$ cat src/verilog/fws_pkg.sv
// Shared constants and types for the flash write-status host controller
package fws_pkg;

  // Timing at core_clk
  localparam int T_CLK_NS    = 40;
  localparam int T_ACC_NS    = 90;
  localparam int T_WP_NS     = 45;
  localparam int SYNC_STAGES = 2;
  localparam int ACC_CYC     = (T_ACC_NS + T_CLK_NS - 1) / T_CLK_NS;
  localparam int WP_CYC      = (T_WP_NS + T_CLK_NS - 1) / T_CLK_NS;
  localparam int CNT_W       = 3;
  localparam logic [CNT_W-1:0] RD_CNT = CNT_W'(ACC_CYC + SYNC_STAGES - 1);
  localparam logic [CNT_W-1:0] WR_CNT = CNT_W'(WP_CYC - 1);

  // Flash pin widths
  localparam int ADDR_W = 19;
  localparam int DQ_W   = 8;

  // Status byte bit positions
  localparam int POLL_BIT = 7;
  localparam int TB1_BIT  = 6;
  localparam int TOF_BIT  = 5;
  localparam int WIN_BIT  = 3;
  localparam int TB2_BIT  = 2;
  localparam logic [DQ_W-1:0] MASK_TB1  = 8'h40;
  localparam logic [DQ_W-1:0] MASK_TB2  = 8'h04;
  localparam logic [DQ_W-1:0] RESET_CMD = 8'hF0;

  // Register map, byte addresses
  localparam int REG_AW = 8;
  localparam logic [REG_AW-1:0] REG_CTRL   = 8'h00;
  localparam logic [REG_AW-1:0] REG_ADDR   = 8'h04;
  localparam logic [REG_AW-1:0] REG_WDATA  = 8'h08;
  localparam logic [REG_AW-1:0] REG_STATUS = 8'h0C;
  localparam logic [REG_AW-1:0] REG_RDATA  = 8'h10;

  // Control register fields
  localparam int CTRL_OP_MSB  = 2;
  localparam int CTRL_TB2_BIT = 3;

  // AHB
  localparam logic [2:0] HSIZE_WORD = 3'h2;
  localparam int HTRANS_ACT_BIT = 1;

  typedef enum logic [2:0] {
    OP_NONE,
    OP_WRITE,
    OP_READ,
    OP_DATA_POLL,
    OP_TOGGLE_POLL,
    OP_RESET
  } fws_op_e;

  typedef struct packed {
    logic              wr;
    logic [ADDR_W-1:0] addr;
    logic [DQ_W-1:0]   wdata;
  } fws_cyc_s;

  typedef struct packed {
    logic              ce_n;
    logic              oe_n;
    logic              we_n;
    logic [ADDR_W-1:0] addr;
    logic [DQ_W-1:0]   dq_o;
    logic              dq_oe;
  } fws_pin_s;

  localparam fws_pin_s PIN_IDLE = '{ce_n: 1'b1, oe_n: 1'b1, we_n: 1'b1,
                                    addr: '0, dq_o: '0, dq_oe: 1'b0};
  localparam fws_cyc_s CYC_IDLE = '{wr: 1'b0, addr: '0, wdata: '0};

endpackage

$ cat src/verilog/fws_host.sv
// Host controller running flash status polling over AHB-Lite registers
//
// Our own choices: the register offsets and the AHB-Lite register port.
`timescale 1ns/1ps
`default_nettype none

module fws_host import fws_pkg::*; (
  // Clock and reset
  input  wire logic              core_clk,
  input  wire logic              nrst,
  // AHB-Lite slave
  input  wire logic              hsel,
  input  wire logic [31:0]       haddr,
  input  wire logic [1:0]        htrans,
  input  wire logic              hwrite,
  input  wire logic [2:0]        hsize,
  input  wire logic [31:0]       hwdata,
  input  wire logic              hready,
  output logic                   hreadyout,
  output logic                   hresp,
  output logic [31:0]            hrdata,
  // Flash pins
  output logic                   fl_ce_n,
  output logic                   fl_oe_n,
  output logic                   fl_we_n,
  output logic [ADDR_W-1:0]      fl_addr,
  output logic [DQ_W-1:0]        fl_dq_o,
  output logic                   fl_dq_oe,
  input  wire logic [DQ_W-1:0]   fl_dq_i
);

  typedef enum logic [3:0] {
    ST_IDLE, ST_WRITE, ST_READ, ST_DP_READ, ST_DP_RECHK, ST_DP_FINAL,
    ST_TG_A, ST_TG_B, ST_TG_C, ST_TG_D, ST_TG_FINAL, ST_RST_CMD
  } fws_state_e;

  logic [1:0] rst_sync_q;
  logic       rst_n;

  always_ff @(posedge core_clk or negedge nrst) begin
    if (!nrst) begin
      rst_sync_q <= '0;
    end else begin
      rst_sync_q <= {rst_sync_q[0], 1'b1};
    end
  end
  assign rst_n = rst_sync_q[1];

  // Bus slave state
  logic              wr_pend_q, wr_pend_d;
  logic [REG_AW-1:0] wr_addr_q, wr_addr_d;
  logic [31:0]       hrdata_q, hrdata_d;
  logic              acc;

  // Controller state
  fws_state_e        st_q, st_d;
  logic [ADDR_W-1:0] addr_q, addr_d;
  logic [DQ_W-1:0]   wdata_q, wdata_d;
  logic              use_tb2_q, use_tb2_d;
  logic              done_q, done_d;
  logic              fail_q, fail_d;
  logic [DQ_W-1:0]   last_q, last_d;
  logic [DQ_W-1:0]   tb_first_q, tb_first_d;
  logic              start_q, start_d;
  fws_cyc_s          cyc_q, cyc_d;

  logic              busy;
  logic              cyc_done;
  logic [DQ_W-1:0]   cyc_rdata;
  fws_pin_s          pins;
  logic [DQ_W-1:0]   tb_mask;
  logic              tb_eq;
  logic              poll_ok;
  logic              go;
  fws_op_e           go_op;
  logic [31:0]       stat_word;
  fws_cyc_s          rd_req;

  assign busy    = (st_q != ST_IDLE);
  assign acc     = hsel && hready && htrans[HTRANS_ACT_BIT]
                   && (hsize == HSIZE_WORD);
  assign tb_mask = use_tb2_q ? (MASK_TB1 | MASK_TB2) : MASK_TB1;
  assign tb_eq   = (((cyc_rdata ^ tb_first_q) & tb_mask) == '0);
  assign poll_ok = (cyc_rdata[POLL_BIT] == wdata_q[POLL_BIT]);
  assign go      = wr_pend_q && (wr_addr_q == REG_CTRL) && !busy;
  assign go_op   = fws_op_e'(hwdata[CTRL_OP_MSB:0]);
  assign rd_req  = '{wr: 1'b0, addr: addr_q, wdata: wdata_q};
  assign stat_word = {16'h0000, last_q, 3'h0, last_q[TOF_BIT],
                      last_q[WIN_BIT], fail_q, done_q, busy};

  always_comb begin
    wr_pend_d = acc && hwrite;
    wr_addr_d = acc ? haddr[REG_AW-1:0] : wr_addr_q;
    hrdata_d  = hrdata_q;
    if (acc && !hwrite) begin
      unique case (haddr[REG_AW-1:0])
        REG_CTRL:   hrdata_d = {28'h000_0000, use_tb2_q, 3'h0};
        REG_ADDR:   hrdata_d = {13'h0000, addr_q};
        REG_WDATA:  hrdata_d = {24'h00_0000, wdata_q};
        REG_STATUS: hrdata_d = stat_word;
        REG_RDATA:  hrdata_d = {24'h00_0000, last_q};
        default:    hrdata_d = '0;
      endcase
    end
  end

  always_comb begin
    st_d       = st_q;
    addr_d     = addr_q;
    wdata_d    = wdata_q;
    use_tb2_d  = use_tb2_q;
    done_d     = done_q;
    fail_d     = fail_q;
    last_d     = last_q;
    tb_first_d = tb_first_q;
    start_d    = 1'b0;
    cyc_d      = cyc_q;
    // Poll address and data frozen while busy so every status read
    // targets the same location
    if (wr_pend_q && !busy && (wr_addr_q == REG_ADDR)) begin
      addr_d = hwdata[ADDR_W-1:0];
    end
    if (wr_pend_q && !busy && (wr_addr_q == REG_WDATA)) begin
      wdata_d = hwdata[DQ_W-1:0];
    end
    if (cyc_done && !cyc_q.wr) begin
      last_d = cyc_rdata;
    end
    unique case (st_q)
      ST_IDLE: begin
        if (go && (go_op != OP_NONE)) begin
          done_d    = 1'b0;
          fail_d    = 1'b0;
          use_tb2_d = hwdata[CTRL_TB2_BIT];
          start_d   = 1'b1;
          cyc_d     = rd_req;
          unique case (go_op)
            OP_WRITE: begin
              cyc_d.wr = 1'b1;
              st_d     = ST_WRITE;
            end
            OP_READ:        st_d = ST_READ;
            OP_DATA_POLL:   st_d = ST_DP_READ;
            OP_TOGGLE_POLL: st_d = ST_TG_A;
            OP_RESET: begin
              cyc_d = '{wr: 1'b1, addr: addr_q, wdata: RESET_CMD};
              st_d  = ST_RST_CMD;
            end
            default: begin
              start_d = 1'b0;
              st_d    = ST_IDLE;
            end
          endcase
        end
      end
      ST_WRITE, ST_READ, ST_DP_FINAL, ST_TG_FINAL, ST_RST_CMD: begin
        if (cyc_done) begin
          done_d = 1'b1;
          st_d   = ST_IDLE;
        end
      end
      ST_DP_READ, ST_DP_RECHK: begin
        if (cyc_done) begin
          start_d = 1'b1;
          if (poll_ok) begin
            st_d = ST_DP_FINAL;
          end else if (st_q == ST_DP_READ && cyc_rdata[TOF_BIT]) begin
            st_d = ST_DP_RECHK;
          end else if (st_q == ST_DP_READ) begin
            st_d = ST_DP_READ;
          end else begin
            fail_d = 1'b1;
            cyc_d  = '{wr: 1'b1, addr: addr_q, wdata: RESET_CMD};
            st_d   = ST_RST_CMD;
          end
        end
      end
      ST_TG_A, ST_TG_C: begin
        if (cyc_done) begin
          tb_first_d = cyc_rdata;
          start_d    = 1'b1;
          st_d       = (st_q == ST_TG_A) ? ST_TG_B : ST_TG_D;
        end
      end
      ST_TG_B, ST_TG_D: begin
        if (cyc_done) begin
          start_d = 1'b1;
          if (tb_eq) begin
            st_d = ST_TG_FINAL;
          end else if (st_q == ST_TG_B && cyc_rdata[TOF_BIT]) begin
            st_d = ST_TG_C;
          end else if (st_q == ST_TG_B) begin
            st_d = ST_TG_A;
          end else begin
            fail_d = 1'b1;
            cyc_d  = '{wr: 1'b1, addr: addr_q, wdata: RESET_CMD};
            st_d   = ST_RST_CMD;
          end
        end
      end
    endcase
  end

  always_ff @(posedge core_clk or negedge rst_n) begin
    if (!rst_n) begin
      wr_pend_q  <= 1'b0;
      wr_addr_q  <= '0;
      hrdata_q   <= '0;
      st_q       <= ST_IDLE;
      addr_q     <= '0;
      wdata_q    <= '0;
      use_tb2_q  <= 1'b0;
      done_q     <= 1'b0;
      fail_q     <= 1'b0;
      last_q     <= '0;
      tb_first_q <= '0;
      start_q    <= 1'b0;
      cyc_q      <= CYC_IDLE;
    end else begin
      wr_pend_q  <= wr_pend_d;
      wr_addr_q  <= wr_addr_d;
      hrdata_q   <= hrdata_d;
      st_q       <= st_d;
      addr_q     <= addr_d;
      wdata_q    <= wdata_d;
      use_tb2_q  <= use_tb2_d;
      done_q     <= done_d;
      fail_q     <= fail_d;
      last_q     <= last_d;
      tb_first_q <= tb_first_d;
      start_q    <= start_d;
      cyc_q      <= cyc_d;
    end
  end

  // Zero-wait slave: hreadyout and hresp are constant flops
  always_ff @(posedge core_clk or negedge rst_n) begin
    if (!rst_n) begin
      hreadyout <= 1'b1;
      hresp     <= 1'b0;
    end else begin
      hreadyout <= 1'b1;
      hresp     <= 1'b0;
    end
  end
  assign hrdata = hrdata_q;

  fws_bus_cycle u_cycle (
    .clk   (core_clk),
    .rst_n (rst_n),
    .start (start_q),
    .req   (cyc_q),
    .done  (cyc_done),
    .rdata (cyc_rdata),
    .pins  (pins),
    .dq_i  (fl_dq_i)
  );

  assign fl_ce_n  = pins.ce_n;
  assign fl_oe_n  = pins.oe_n;
  assign fl_we_n  = pins.we_n;
  assign fl_addr  = pins.addr;
  assign fl_dq_o  = pins.dq_o;
  assign fl_dq_oe = pins.dq_oe;
endmodule

`default_nettype wire

$ cat src/verilog/fws_bus_cycle.sv
// One flash read or write cycle on the parallel pins
`timescale 1ns/1ps
`default_nettype none

module fws_bus_cycle import fws_pkg::*; (
  // Clock and reset
  input  wire logic            clk,
  input  wire logic            rst_n,
  // Cycle request
  input  wire logic            start,
  input  wire fws_cyc_s        req,
  // Cycle result
  output logic                 done,
  output logic [DQ_W-1:0]      rdata,
  // Flash pins
  output var fws_pin_s         pins,
  input  wire logic [DQ_W-1:0] dq_i
);

  typedef enum logic [1:0] {BC_IDLE, BC_SETUP, BC_STROBE, BC_RECOVER} fws_bc_e;

  fws_bc_e          st_q, st_d;
  fws_pin_s         pins_q, pins_d;
  logic [CNT_W-1:0] cnt_q, cnt_d;
  logic             wr_q, wr_d;
  logic             done_q, done_d;
  logic [DQ_W-1:0]  rdata_q, rdata_d;
  logic [DQ_W-1:0]  dq_s1_q, dq_s2_q;

  always_comb begin
    st_d    = st_q;
    pins_d  = pins_q;
    cnt_d   = cnt_q;
    wr_d    = wr_q;
    done_d  = 1'b0;
    rdata_d = rdata_q;
    unique case (st_q)
      BC_IDLE: begin
        if (start) begin
          wr_d         = req.wr;
          pins_d.ce_n  = 1'b0;
          pins_d.addr  = req.addr;
          pins_d.dq_o  = req.wdata;
          pins_d.dq_oe = req.wr;
          st_d         = BC_SETUP;
        end
      end
      BC_SETUP: begin
        // One cycle of address setup before the strobe falls
        if (wr_q) begin
          pins_d.we_n = 1'b0;
          cnt_d       = WR_CNT;
        end else begin
          pins_d.oe_n = 1'b0;
          cnt_d       = RD_CNT;
        end
        st_d = BC_STROBE;
      end
      BC_STROBE: begin
        if (cnt_q == '0) begin
          // Read strobe covers access time plus the synchroniser delay
          if (!wr_q) begin
            rdata_d = dq_s2_q;
          end
          pins_d.oe_n = 1'b1;
          pins_d.we_n = 1'b1;
          st_d        = BC_RECOVER;
        end else begin
          cnt_d = cnt_q - 1'b1;
        end
      end
      BC_RECOVER: begin
        // Data held one cycle past the rising write strobe
        pins_d = PIN_IDLE;
        done_d = 1'b1;
        st_d   = BC_IDLE;
      end
    endcase
  end

  always_ff @(posedge clk or negedge rst_n) begin
    if (!rst_n) begin
      st_q    <= BC_IDLE;
      pins_q  <= PIN_IDLE;
      cnt_q   <= '0;
      wr_q    <= 1'b0;
      done_q  <= 1'b0;
      rdata_q <= '0;
      dq_s1_q <= '0;
      dq_s2_q <= '0;
    end else begin
      st_q    <= st_d;
      pins_q  <= pins_d;
      cnt_q   <= cnt_d;
      wr_q    <= wr_d;
      done_q  <= done_d;
      rdata_q <= rdata_d;
      dq_s1_q <= dq_i;
      dq_s2_q <= dq_s1_q;
    end
  end

  assign pins  = pins_q;
  assign done  = done_q;
  assign rdata = rdata_q;

endmodule

`default_nettype wire

$ cat config.mk
export PLATFORM = sky130hd
export DESIGN_NAME = fws_host
export DESIGN_NICKNAME = d
export VERILOG_FILES = /design/src/verilog/fws_pkg.sv /design/src/verilog/fws_host.sv /design/src/verilog/fws_bus_cycle.sv
export SDC_FILE = /design/constraint.sdc
export NUM_CORES = 1
export LEC_CHECK = 0
export BUFFER_PORTS_ARGS = -buffer_cell sky130_fd_sc_hd__buf_4
export CORE_ASPECT_RATIO = 0.7
export CORE_UTILIZATION = 50
export CTS_CLUSTER_DIAMETER = 150
export DETAILED_ROUTE_END_ITERATION = 7
export PLACE_DENSITY = 0.74
export SLEW_MARGIN = 20
export SYNTH_ARGS = -nofsm -noshare
export SYNTH_HDL_FRONTEND = slang
export SYNTH_SLANG_ARGS = --single-unit
$ cat constraint.sdc
create_clock -name core_clk -period 11.59 [get_ports core_clk]
set_input_delay 0.5795 -clock core_clk [delete_from_list [all_inputs] [get_ports core_clk]]
set_output_delay 0.5795 -clock core_clk [all_outputs]
set_load 0.005 [all_outputs]
# ---- Word level (Yosys, flattened, before mapping)
# Cells that the tools add are included.
dict set report op_classes {
  n_reduce_logical 49
  bitwise 3
  n_eq_ne 43
  n_mux 58
  addsub 1
}
# operator n
set op_table {}
lappend op_table {{28-bit two-way mux} 10}
lappend op_table {{19-bit case mux with 5 select lines} 1}
lappend op_table {{28-bit case mux with 3 select lines} 1}
lappend op_table {{28-bit case mux with 2 select lines} 1}
lappend op_table {{4-bit two-way mux} 12}
lappend op_table {{4-bit case mux with 5 select lines} 2}
lappend op_table {{8-bit by 4-bit equality test with 1-bit output, second input constant} 3}
lappend op_table {{8-bit zero test} 3}
lappend op_table {{2-bit inequality test, second input constant} 10}
lappend op_table {{1-bit two-way mux} 18}
lappend op_table {{4-bit by 3-bit equality test with 1-bit output, second input constant} 4}
lappend op_table {{4-bit equality test, second input constant} 4}
lappend op_table {{8-bit by 3-bit equality test with 1-bit output, second input constant} 2}
lappend op_table {{1-bit logical AND} 14}
lappend op_table {{2-bit by 1-bit inequality test with 1-bit output, second input constant} 6}
lappend op_table {{2-bit AND reduction} 6}
lappend op_table {{3-bit AND reduction} 4}
lappend op_table {{10-bit AND reduction} 1}
lappend op_table {{5-bit OR reduction} 2}
lappend op_table {{3-bit by 2-bit equality test with 1-bit output, second input constant} 3}
lappend op_table {{3-bit two-way mux} 3}
lappend op_table {{3-bit nonzero test} 3}
lappend op_table {{8-bit by 7-bit bitwise AND with 8-bit output} 1}
lappend op_table {{4-bit by 2-bit equality test with 1-bit output, second input constant} 2}
lappend op_table {{other kinds (26)} 38}
dict set report word_totals {
  output_inout_bits 65
  word_cells 183
  reg_bits 184
  inputBits 82
}

# ---- Depth between registers and ports, before layout
dict set report logic_depth {
  word_depth 6
  mapped_depth 8
  ltp_nobuf 7
}

# ---- Modules after synthesis
# Synthesis repeated with hierarchy kept, for this count alone.
dict set report hier_totals {
  hier_cells 557
  hier_area_um2 7044.3
}
# mod instances seq_area_each_um2 area_per_inst_um2 cells_per_inst
set by_module_without_submodules {}
lappend by_module_without_submodules {fws_host 1 2577.5 4728.3 404}
lappend by_module_without_submodules {fws_bus_cycle 1 1555.2 2316.0 153}

# ---- Least setup slack after synthesis
# OpenSTA, ideal clock, no wires.
dict set report synth_timing {
  path_type {input port to flip-flop}
  start {in haddr[2]}
  end {reg hrdata_q[4], in the netlist hrdata[4]}
  required_time_ns 11.466
  slack_ns 9.679
  path_stages 7
  setup_time_ns 0.124
  path_buffers 3
  arrival_ns 1.787
  cell_sequence {buf_2 -> nor2b_1 -> clkbuf_1 -> and4_1 -> buf_2 -> and2_1 -> a211o_1}
}
dict set report synth_between {
  elab_chain_len 2
  elab_cells_between_ends 6
  cone_classes {4 x eq/ne; 1 x mux; 1 x reduce/logical}
}
# element line
set synth_rtl {}
lappend synth_rtl {{from (decl)} fws_host.sv:13} ;# input wire logic [31:0] haddr,
lappend synth_rtl {{8-bit by 5-bit equality test with 1-bit output, or another cell as far along} fws_host.sv:96} ;# unique case (haddr[REG_AW-1:0])
lappend synth_rtl {{19-bit case mux with 5 select lines (*)} fws_host.sv:96}
lappend synth_rtl {{to (signal assigned)} fws_host.sv:222} ;# hrdata_q <= hrdata_d;
lappend synth_rtl {{to (decl)} fws_host.sv:52} ;# logic [31:0] hrdata_q, hrdata_d;
# Every way passes the cells marked *; elsewhere a longest branch is shown, timed or not.
# A chain may end at the register's enable or synchronous reset.

# ---- Worst setup path after layout
dict set report layout_timing {
  start {reg st_q[1]}
  end {reg addr_q[18]}
}
dict set report layout_between {
  elab_chain_len 4
}
# element line
set layout_rtl {}
lappend layout_rtl {{from (decl)} fws_host.sv:56} ;# fws_state_e st_q, st_d;
lappend layout_rtl {{from (signal assigned)} fws_host.sv:223} ;# st_q <= st_d;
lappend layout_rtl {{4-bit nonzero test} fws_host.sv:79} ;# assign busy = (st_q != ST_IDLE);
lappend layout_rtl {{1-bit zero test} fws_host.sv:120} ;# if (wr_pend_q && !busy && (wr_addr_q == REG_ADDR)) begin
lappend layout_rtl {{1-bit logical AND (2 in a row)} fws_host.sv:120}
lappend layout_rtl {{to (signal assigned)} fws_host.sv:224} ;# addr_q <= addr_d;
lappend layout_rtl {{to (decl)} fws_host.sv:57} ;# logic [ADDR_W-1:0] addr_q, addr_d;
# No other way between the ends.

==> flow_metrics.env <==
export IMPL_synth_largest_area_cell="sky130_fd_sc_hd__dfrtp_1"
export IMPL_netlist_top_cells_count="sky130_fd_sc_hd__dfrtp_1, sky130_fd_sc_hd__nand2_1, sky130_fd_sc_hd__a22o_1"
export IMPL_power_density_nw_per_um2=216
export IMPL_synthCells=545
export IMPL_tritoncts="done"
export IMPL_areaGrowthSynthToFinish_pct=19.9
export IMPL_tmin_final_ns=2.61
export IMPL_antenna_left=0
export IMPL_static_leakage_power_uw=0.00405
export IMPL_crit_end_element="flip-flop"
export IMPL_post_synth_top_area_fraction_pct=58.3
export IMPL_final_critical_path_setup_slack_ns=8.98
export IMPL_final_net_count=726
export IMPL_routed_via_count=4622
export IMPL_fmax_mhz=383
export IMPL_number_of_enable_type_register_cells_in_the_synthesized_netlist=0
export IMPL_cts_repair_timing_setup_buffer_count=0
export IMPL_die_height_um=101
export IMPL_gp_routability_congestion=0.891
export IMPL_status="finished, final reports clean"
export IMPL_worst_endpoint_arrival_ns=2.92
export IMPL_post_synth_top_count_cell="sky130_fd_sc_hd__dfrtp_1"
export IMPL_1st_iter_drt_viols=257
export IMPL_ys_seq_elements=165
export IMPL_setup_violations_final=0
export IMPL_ir_drop_mv=0.115
export IMPL_post_drt_wl_per_cell_um=17.6
export IMPL_rrSetupSlack_ns=8.98
export IMPL_hold_class="reg -> async"
export IMPL_routed_wl_um=14700
export IMPL_worst_r2r_path_depth=4
export IMPL_first_global_vias=4566
export IMPL_cp_data_required_time_ns=11.89
export IMPL_io_buffers=93
export IMPL_final_max_slew_viol_count=0
export IMPL_place_detailed_hpwl_um=10500
export IMPL_die_width_um=143
export IMPL_drc_errors=0
export IMPL_rsz0062_at_grt="false"
export IMPL_cts_buffers_inserted=17
export IMPL_clk_latency_ns=0.42
export IMPL_fillerInstances=1029
export IMPL_yosysSeqAreaShare_pct=59.4
export IMPL_globalRouteTotalUtil_pct=22.1
export IMPL_worst_slew_margin_relative_to_its_limit_pct=43.8
export IMPL_rows=35
export IMPL_drt_pass1_iter_count=4
export IMPL_first_pass_grt_wire_length_um=23900
export IMPL_start_util_pct=52.0
export IMPL_setup_tns_final_ns=0
export IMPL_floorplan_die_area_um2=14400
export IMPL_cts_root_buf="sky130_fd_sc_hd__clkbuf_16"
export IMPL_clockBufferDepth=2
export IMPL_worstMarginPinSlew_ns=0.840
export IMPL_synth_async_sr_flop_share_pct=100
export IMPL_hold_viol=0
export IMPL_synth_area_leaders="sky130_fd_sc_hd__dfrtp_1, sky130_fd_sc_hd__mux2_2, sky130_fd_sc_hd__a22o_1, sky130_fd_sc_hd__mux2_4, sky130_fd_sc_hd__mux2_1"
export IMPL_post_synth_cell_area_avg_um2=12.8
export IMPL_syn_cell_area_um2=6950
export IMPL_cap_viol_max_count=0
export IMPL_cts_clk_slew_worst_paths_ns=0.07
export IMPL_worst_path_max_fanout=21
export IMPL_yosysWarnings=0
export IMPL_synth_ff_type="sky130_fd_sc_hd__dfrtp_1"
export IMPL_global_route_overflow_total=0
export IMPL_cts_htree_levels=4
export IMPL_r2r_end="addr_q[18]"
export IMPL_yosys_cell_types_count=61
export IMPL_grt_antenna_before_repair=1
export IMPL_final_setup_skew_ns=0.0130
export IMPL_post_place_ws_ns=9.02
export IMPL_route_detailed_vias_per_inst=5.53
export IMPL_boundaryPins=147
export IMPL_cts_sink_count=165
export IMPL_layout_cell_share_with_drive_strength_beyond_1_pct=29.7
export IMPL_critical_path_startpoint_type="flip-flop"
export IMPL_finalCritPeriodShare_pct=22.5
export IMPL_timing_worst_setup_path_type="reg -> reg"
export IMPL_core_um2=13400
export IMPL_r2r_start="st_q[1]"
export IMPL_largest_net_degree_at_the_start_of_global_routing=85
==> cells by family (layout without fill, tap and decap cells) <==
group	Yosys count	in the layout	share of synthesized area, %
xor+xnor	5	5	0.630
fa+ha+maj	7	7	1.26
mux	76	76	13.3
other cells	2	17	0.108
compound gates	128	128	13.2
simple gates	101	101	7.27
buf+inv	61	152	4.81
flops	165	165	59.4
==> registers in the layout, indices dropped and copies added (netlist names), 2 cells and up <==
signal           flops
addr_q              19
hrdata              19
st_q                 4
wr_addr_q            8
rst_sync_q           2
u_cycle.rdata        8
u_cycle.dq_s2_q      8
wdata_q              8
last_q               8
u_cycle.dq_s1_q      8
u_cycle.pins        31
tb_first_q           2
cyc_q               28
u_cycle.st_q         2
u_cycle.cnt_q        3
==> routing by layer <==
metal | routed length, um | global-route usage [%] | share of wire (%) | up-vias
li1 | - | - | - | 2113
met1 | 7000 | 32.0 | 48 | 2325
met2 | 6700 | 32.9 | 45 | 169
met3 | 878 | 5.27 | 6.0 | 15
met4 | 144 | 7.03 | 0.98 | 0
met5 | 0 | 0 | 0 | -
==> repair_timing <==
action / CTS / global route
resized for setup: 0 / 0
hold endpoints to repair: 2 / 0
hold buffers: 1 / 0
==> cell type report <==
class | count | area [um2] | share of cell area [%]
antenna | 1 | 2.50 | 0.0300
clock buffer | 18 | 429 | 5.15
clock inverter | 14 | 140 | 1.68
inverter | 23 | 86.3 | 1.04
multi-input combinational | 333 | 2560 | 30.7
sequential | 165 | 4140 | 49.6
tap | 185 | 231 | 2.78
timing repair buffer | 97 | 754 | 9.05
==> stage by stage <==
| step | util [%] | hold WS (ns) | instances | cell area, um2 | total power [uW] |
|---|---|---|---|---|---|
| after detailed placement | 57.8 | 0.335 | 801 | 7720 | 1270 |
| after CTS | 62.1 | 0.251 | 834 | 8300 | 1810 |
| after floorplan | - | 0.284 | 559 | 7000 | 1110 |
| after global placement | 57.7 | 0.334 | 801 | 7710 | 1230 |
| final | 62.4 | 0.232 | 836 | 8340 | 1800 |
| after global routing | 62.4 | 0.242 | 835 | 8330 | 1900 |
==> worst max-delay path, cell delays in order, from the launching register on <==
cell and delay [ns]:
sky130_fd_sc_hd__dfrtp_1 0.55, sky130_fd_sc_hd__nor4_4 0.52, sky130_fd_sc_hd__and3_1 0.28, sky130_fd_sc_hd__nand3b_2 0.60, sky130_fd_sc_hd__mux2_4 0.53
==> worst max path at each step <==
stage,cells after the start,startpoint,slack (ns),endpoint
6_report,4,st_q[1],8.98,addr_q[18]
5_1_grt,4,st_q[1],8.83,addr_q[13]
4_1_cts,4,st_q[1],9.00,addr_q[3]
3_5_place_dp,4,st_q[1],9.02,addr_q[14]
3_3_place_gp,4,st_q[1],9.06,addr_q[17]
2_1_floorplan,0,rst_sync_q[1],6.66,addr_q[0]
==> placed cells by master (no fill, tap or decap), types with 2 or more instances in the layout <==
cell type                   count
sky130_fd_sc_hd__dfrtp_1      161
sky130_fd_sc_hd__buf_4         94
sky130_fd_sc_hd__nand2_1       39
sky130_fd_sc_hd__a22o_1        37
sky130_fd_sc_hd__mux2_2        36
sky130_fd_sc_hd__nor2_1        25
sky130_fd_sc_hd__o21ai_0       25
sky130_fd_sc_hd__inv_1         22
sky130_fd_sc_hd__a21oi_1       21
sky130_fd_sc_hd__mux2_1        19
sky130_fd_sc_hd__clkbuf_16     17
sky130_fd_sc_hd__mux2_4        16
sky130_fd_sc_hd__conb_1        16
sky130_fd_sc_hd__a22oi_1       14
sky130_fd_sc_hd__ha_1           7
sky130_fd_sc_hd__inv_6          6
sky130_fd_sc_hd__nor2b_1        5
sky130_fd_sc_hd__a2bb2oi_1      5
sky130_fd_sc_hd__nor3_1         4
sky130_fd_sc_hd__nand2b_1       4
sky130_fd_sc_hd__mux2i_1        4
sky130_fd_sc_hd__or3_1          3
sky130_fd_sc_hd__and3_1         3
sky130_fd_sc_hd__o22a_1         3
sky130_fd_sc_hd__xor2_1         3
sky130_fd_sc_hd__a31oi_1        3
sky130_fd_sc_hd__dfstp_2        3
sky130_fd_sc_hd__and2_1         2
sky130_fd_sc_hd__and4_1         2
sky130_fd_sc_hd__nand3_1        2
sky130_fd_sc_hd__xnor2_1        2
sky130_fd_sc_hd__o22ai_1        2
sky130_fd_sc_hd__o32a_1         2
sky130_fd_sc_hd__nand3b_2       2
sky130_fd_sc_hd__clkinv_2       2
sky130_fd_sc_hd__inv_8          2
sky130_fd_sc_hd__clkinv_4       2
==> report_power, final <==
group | switching (uW) | internal, uW
clock | 242 | 303
combinational | 217 | 231
sequential | 107 | 704
Note: power is estimated with default switching activity, not from simulation.
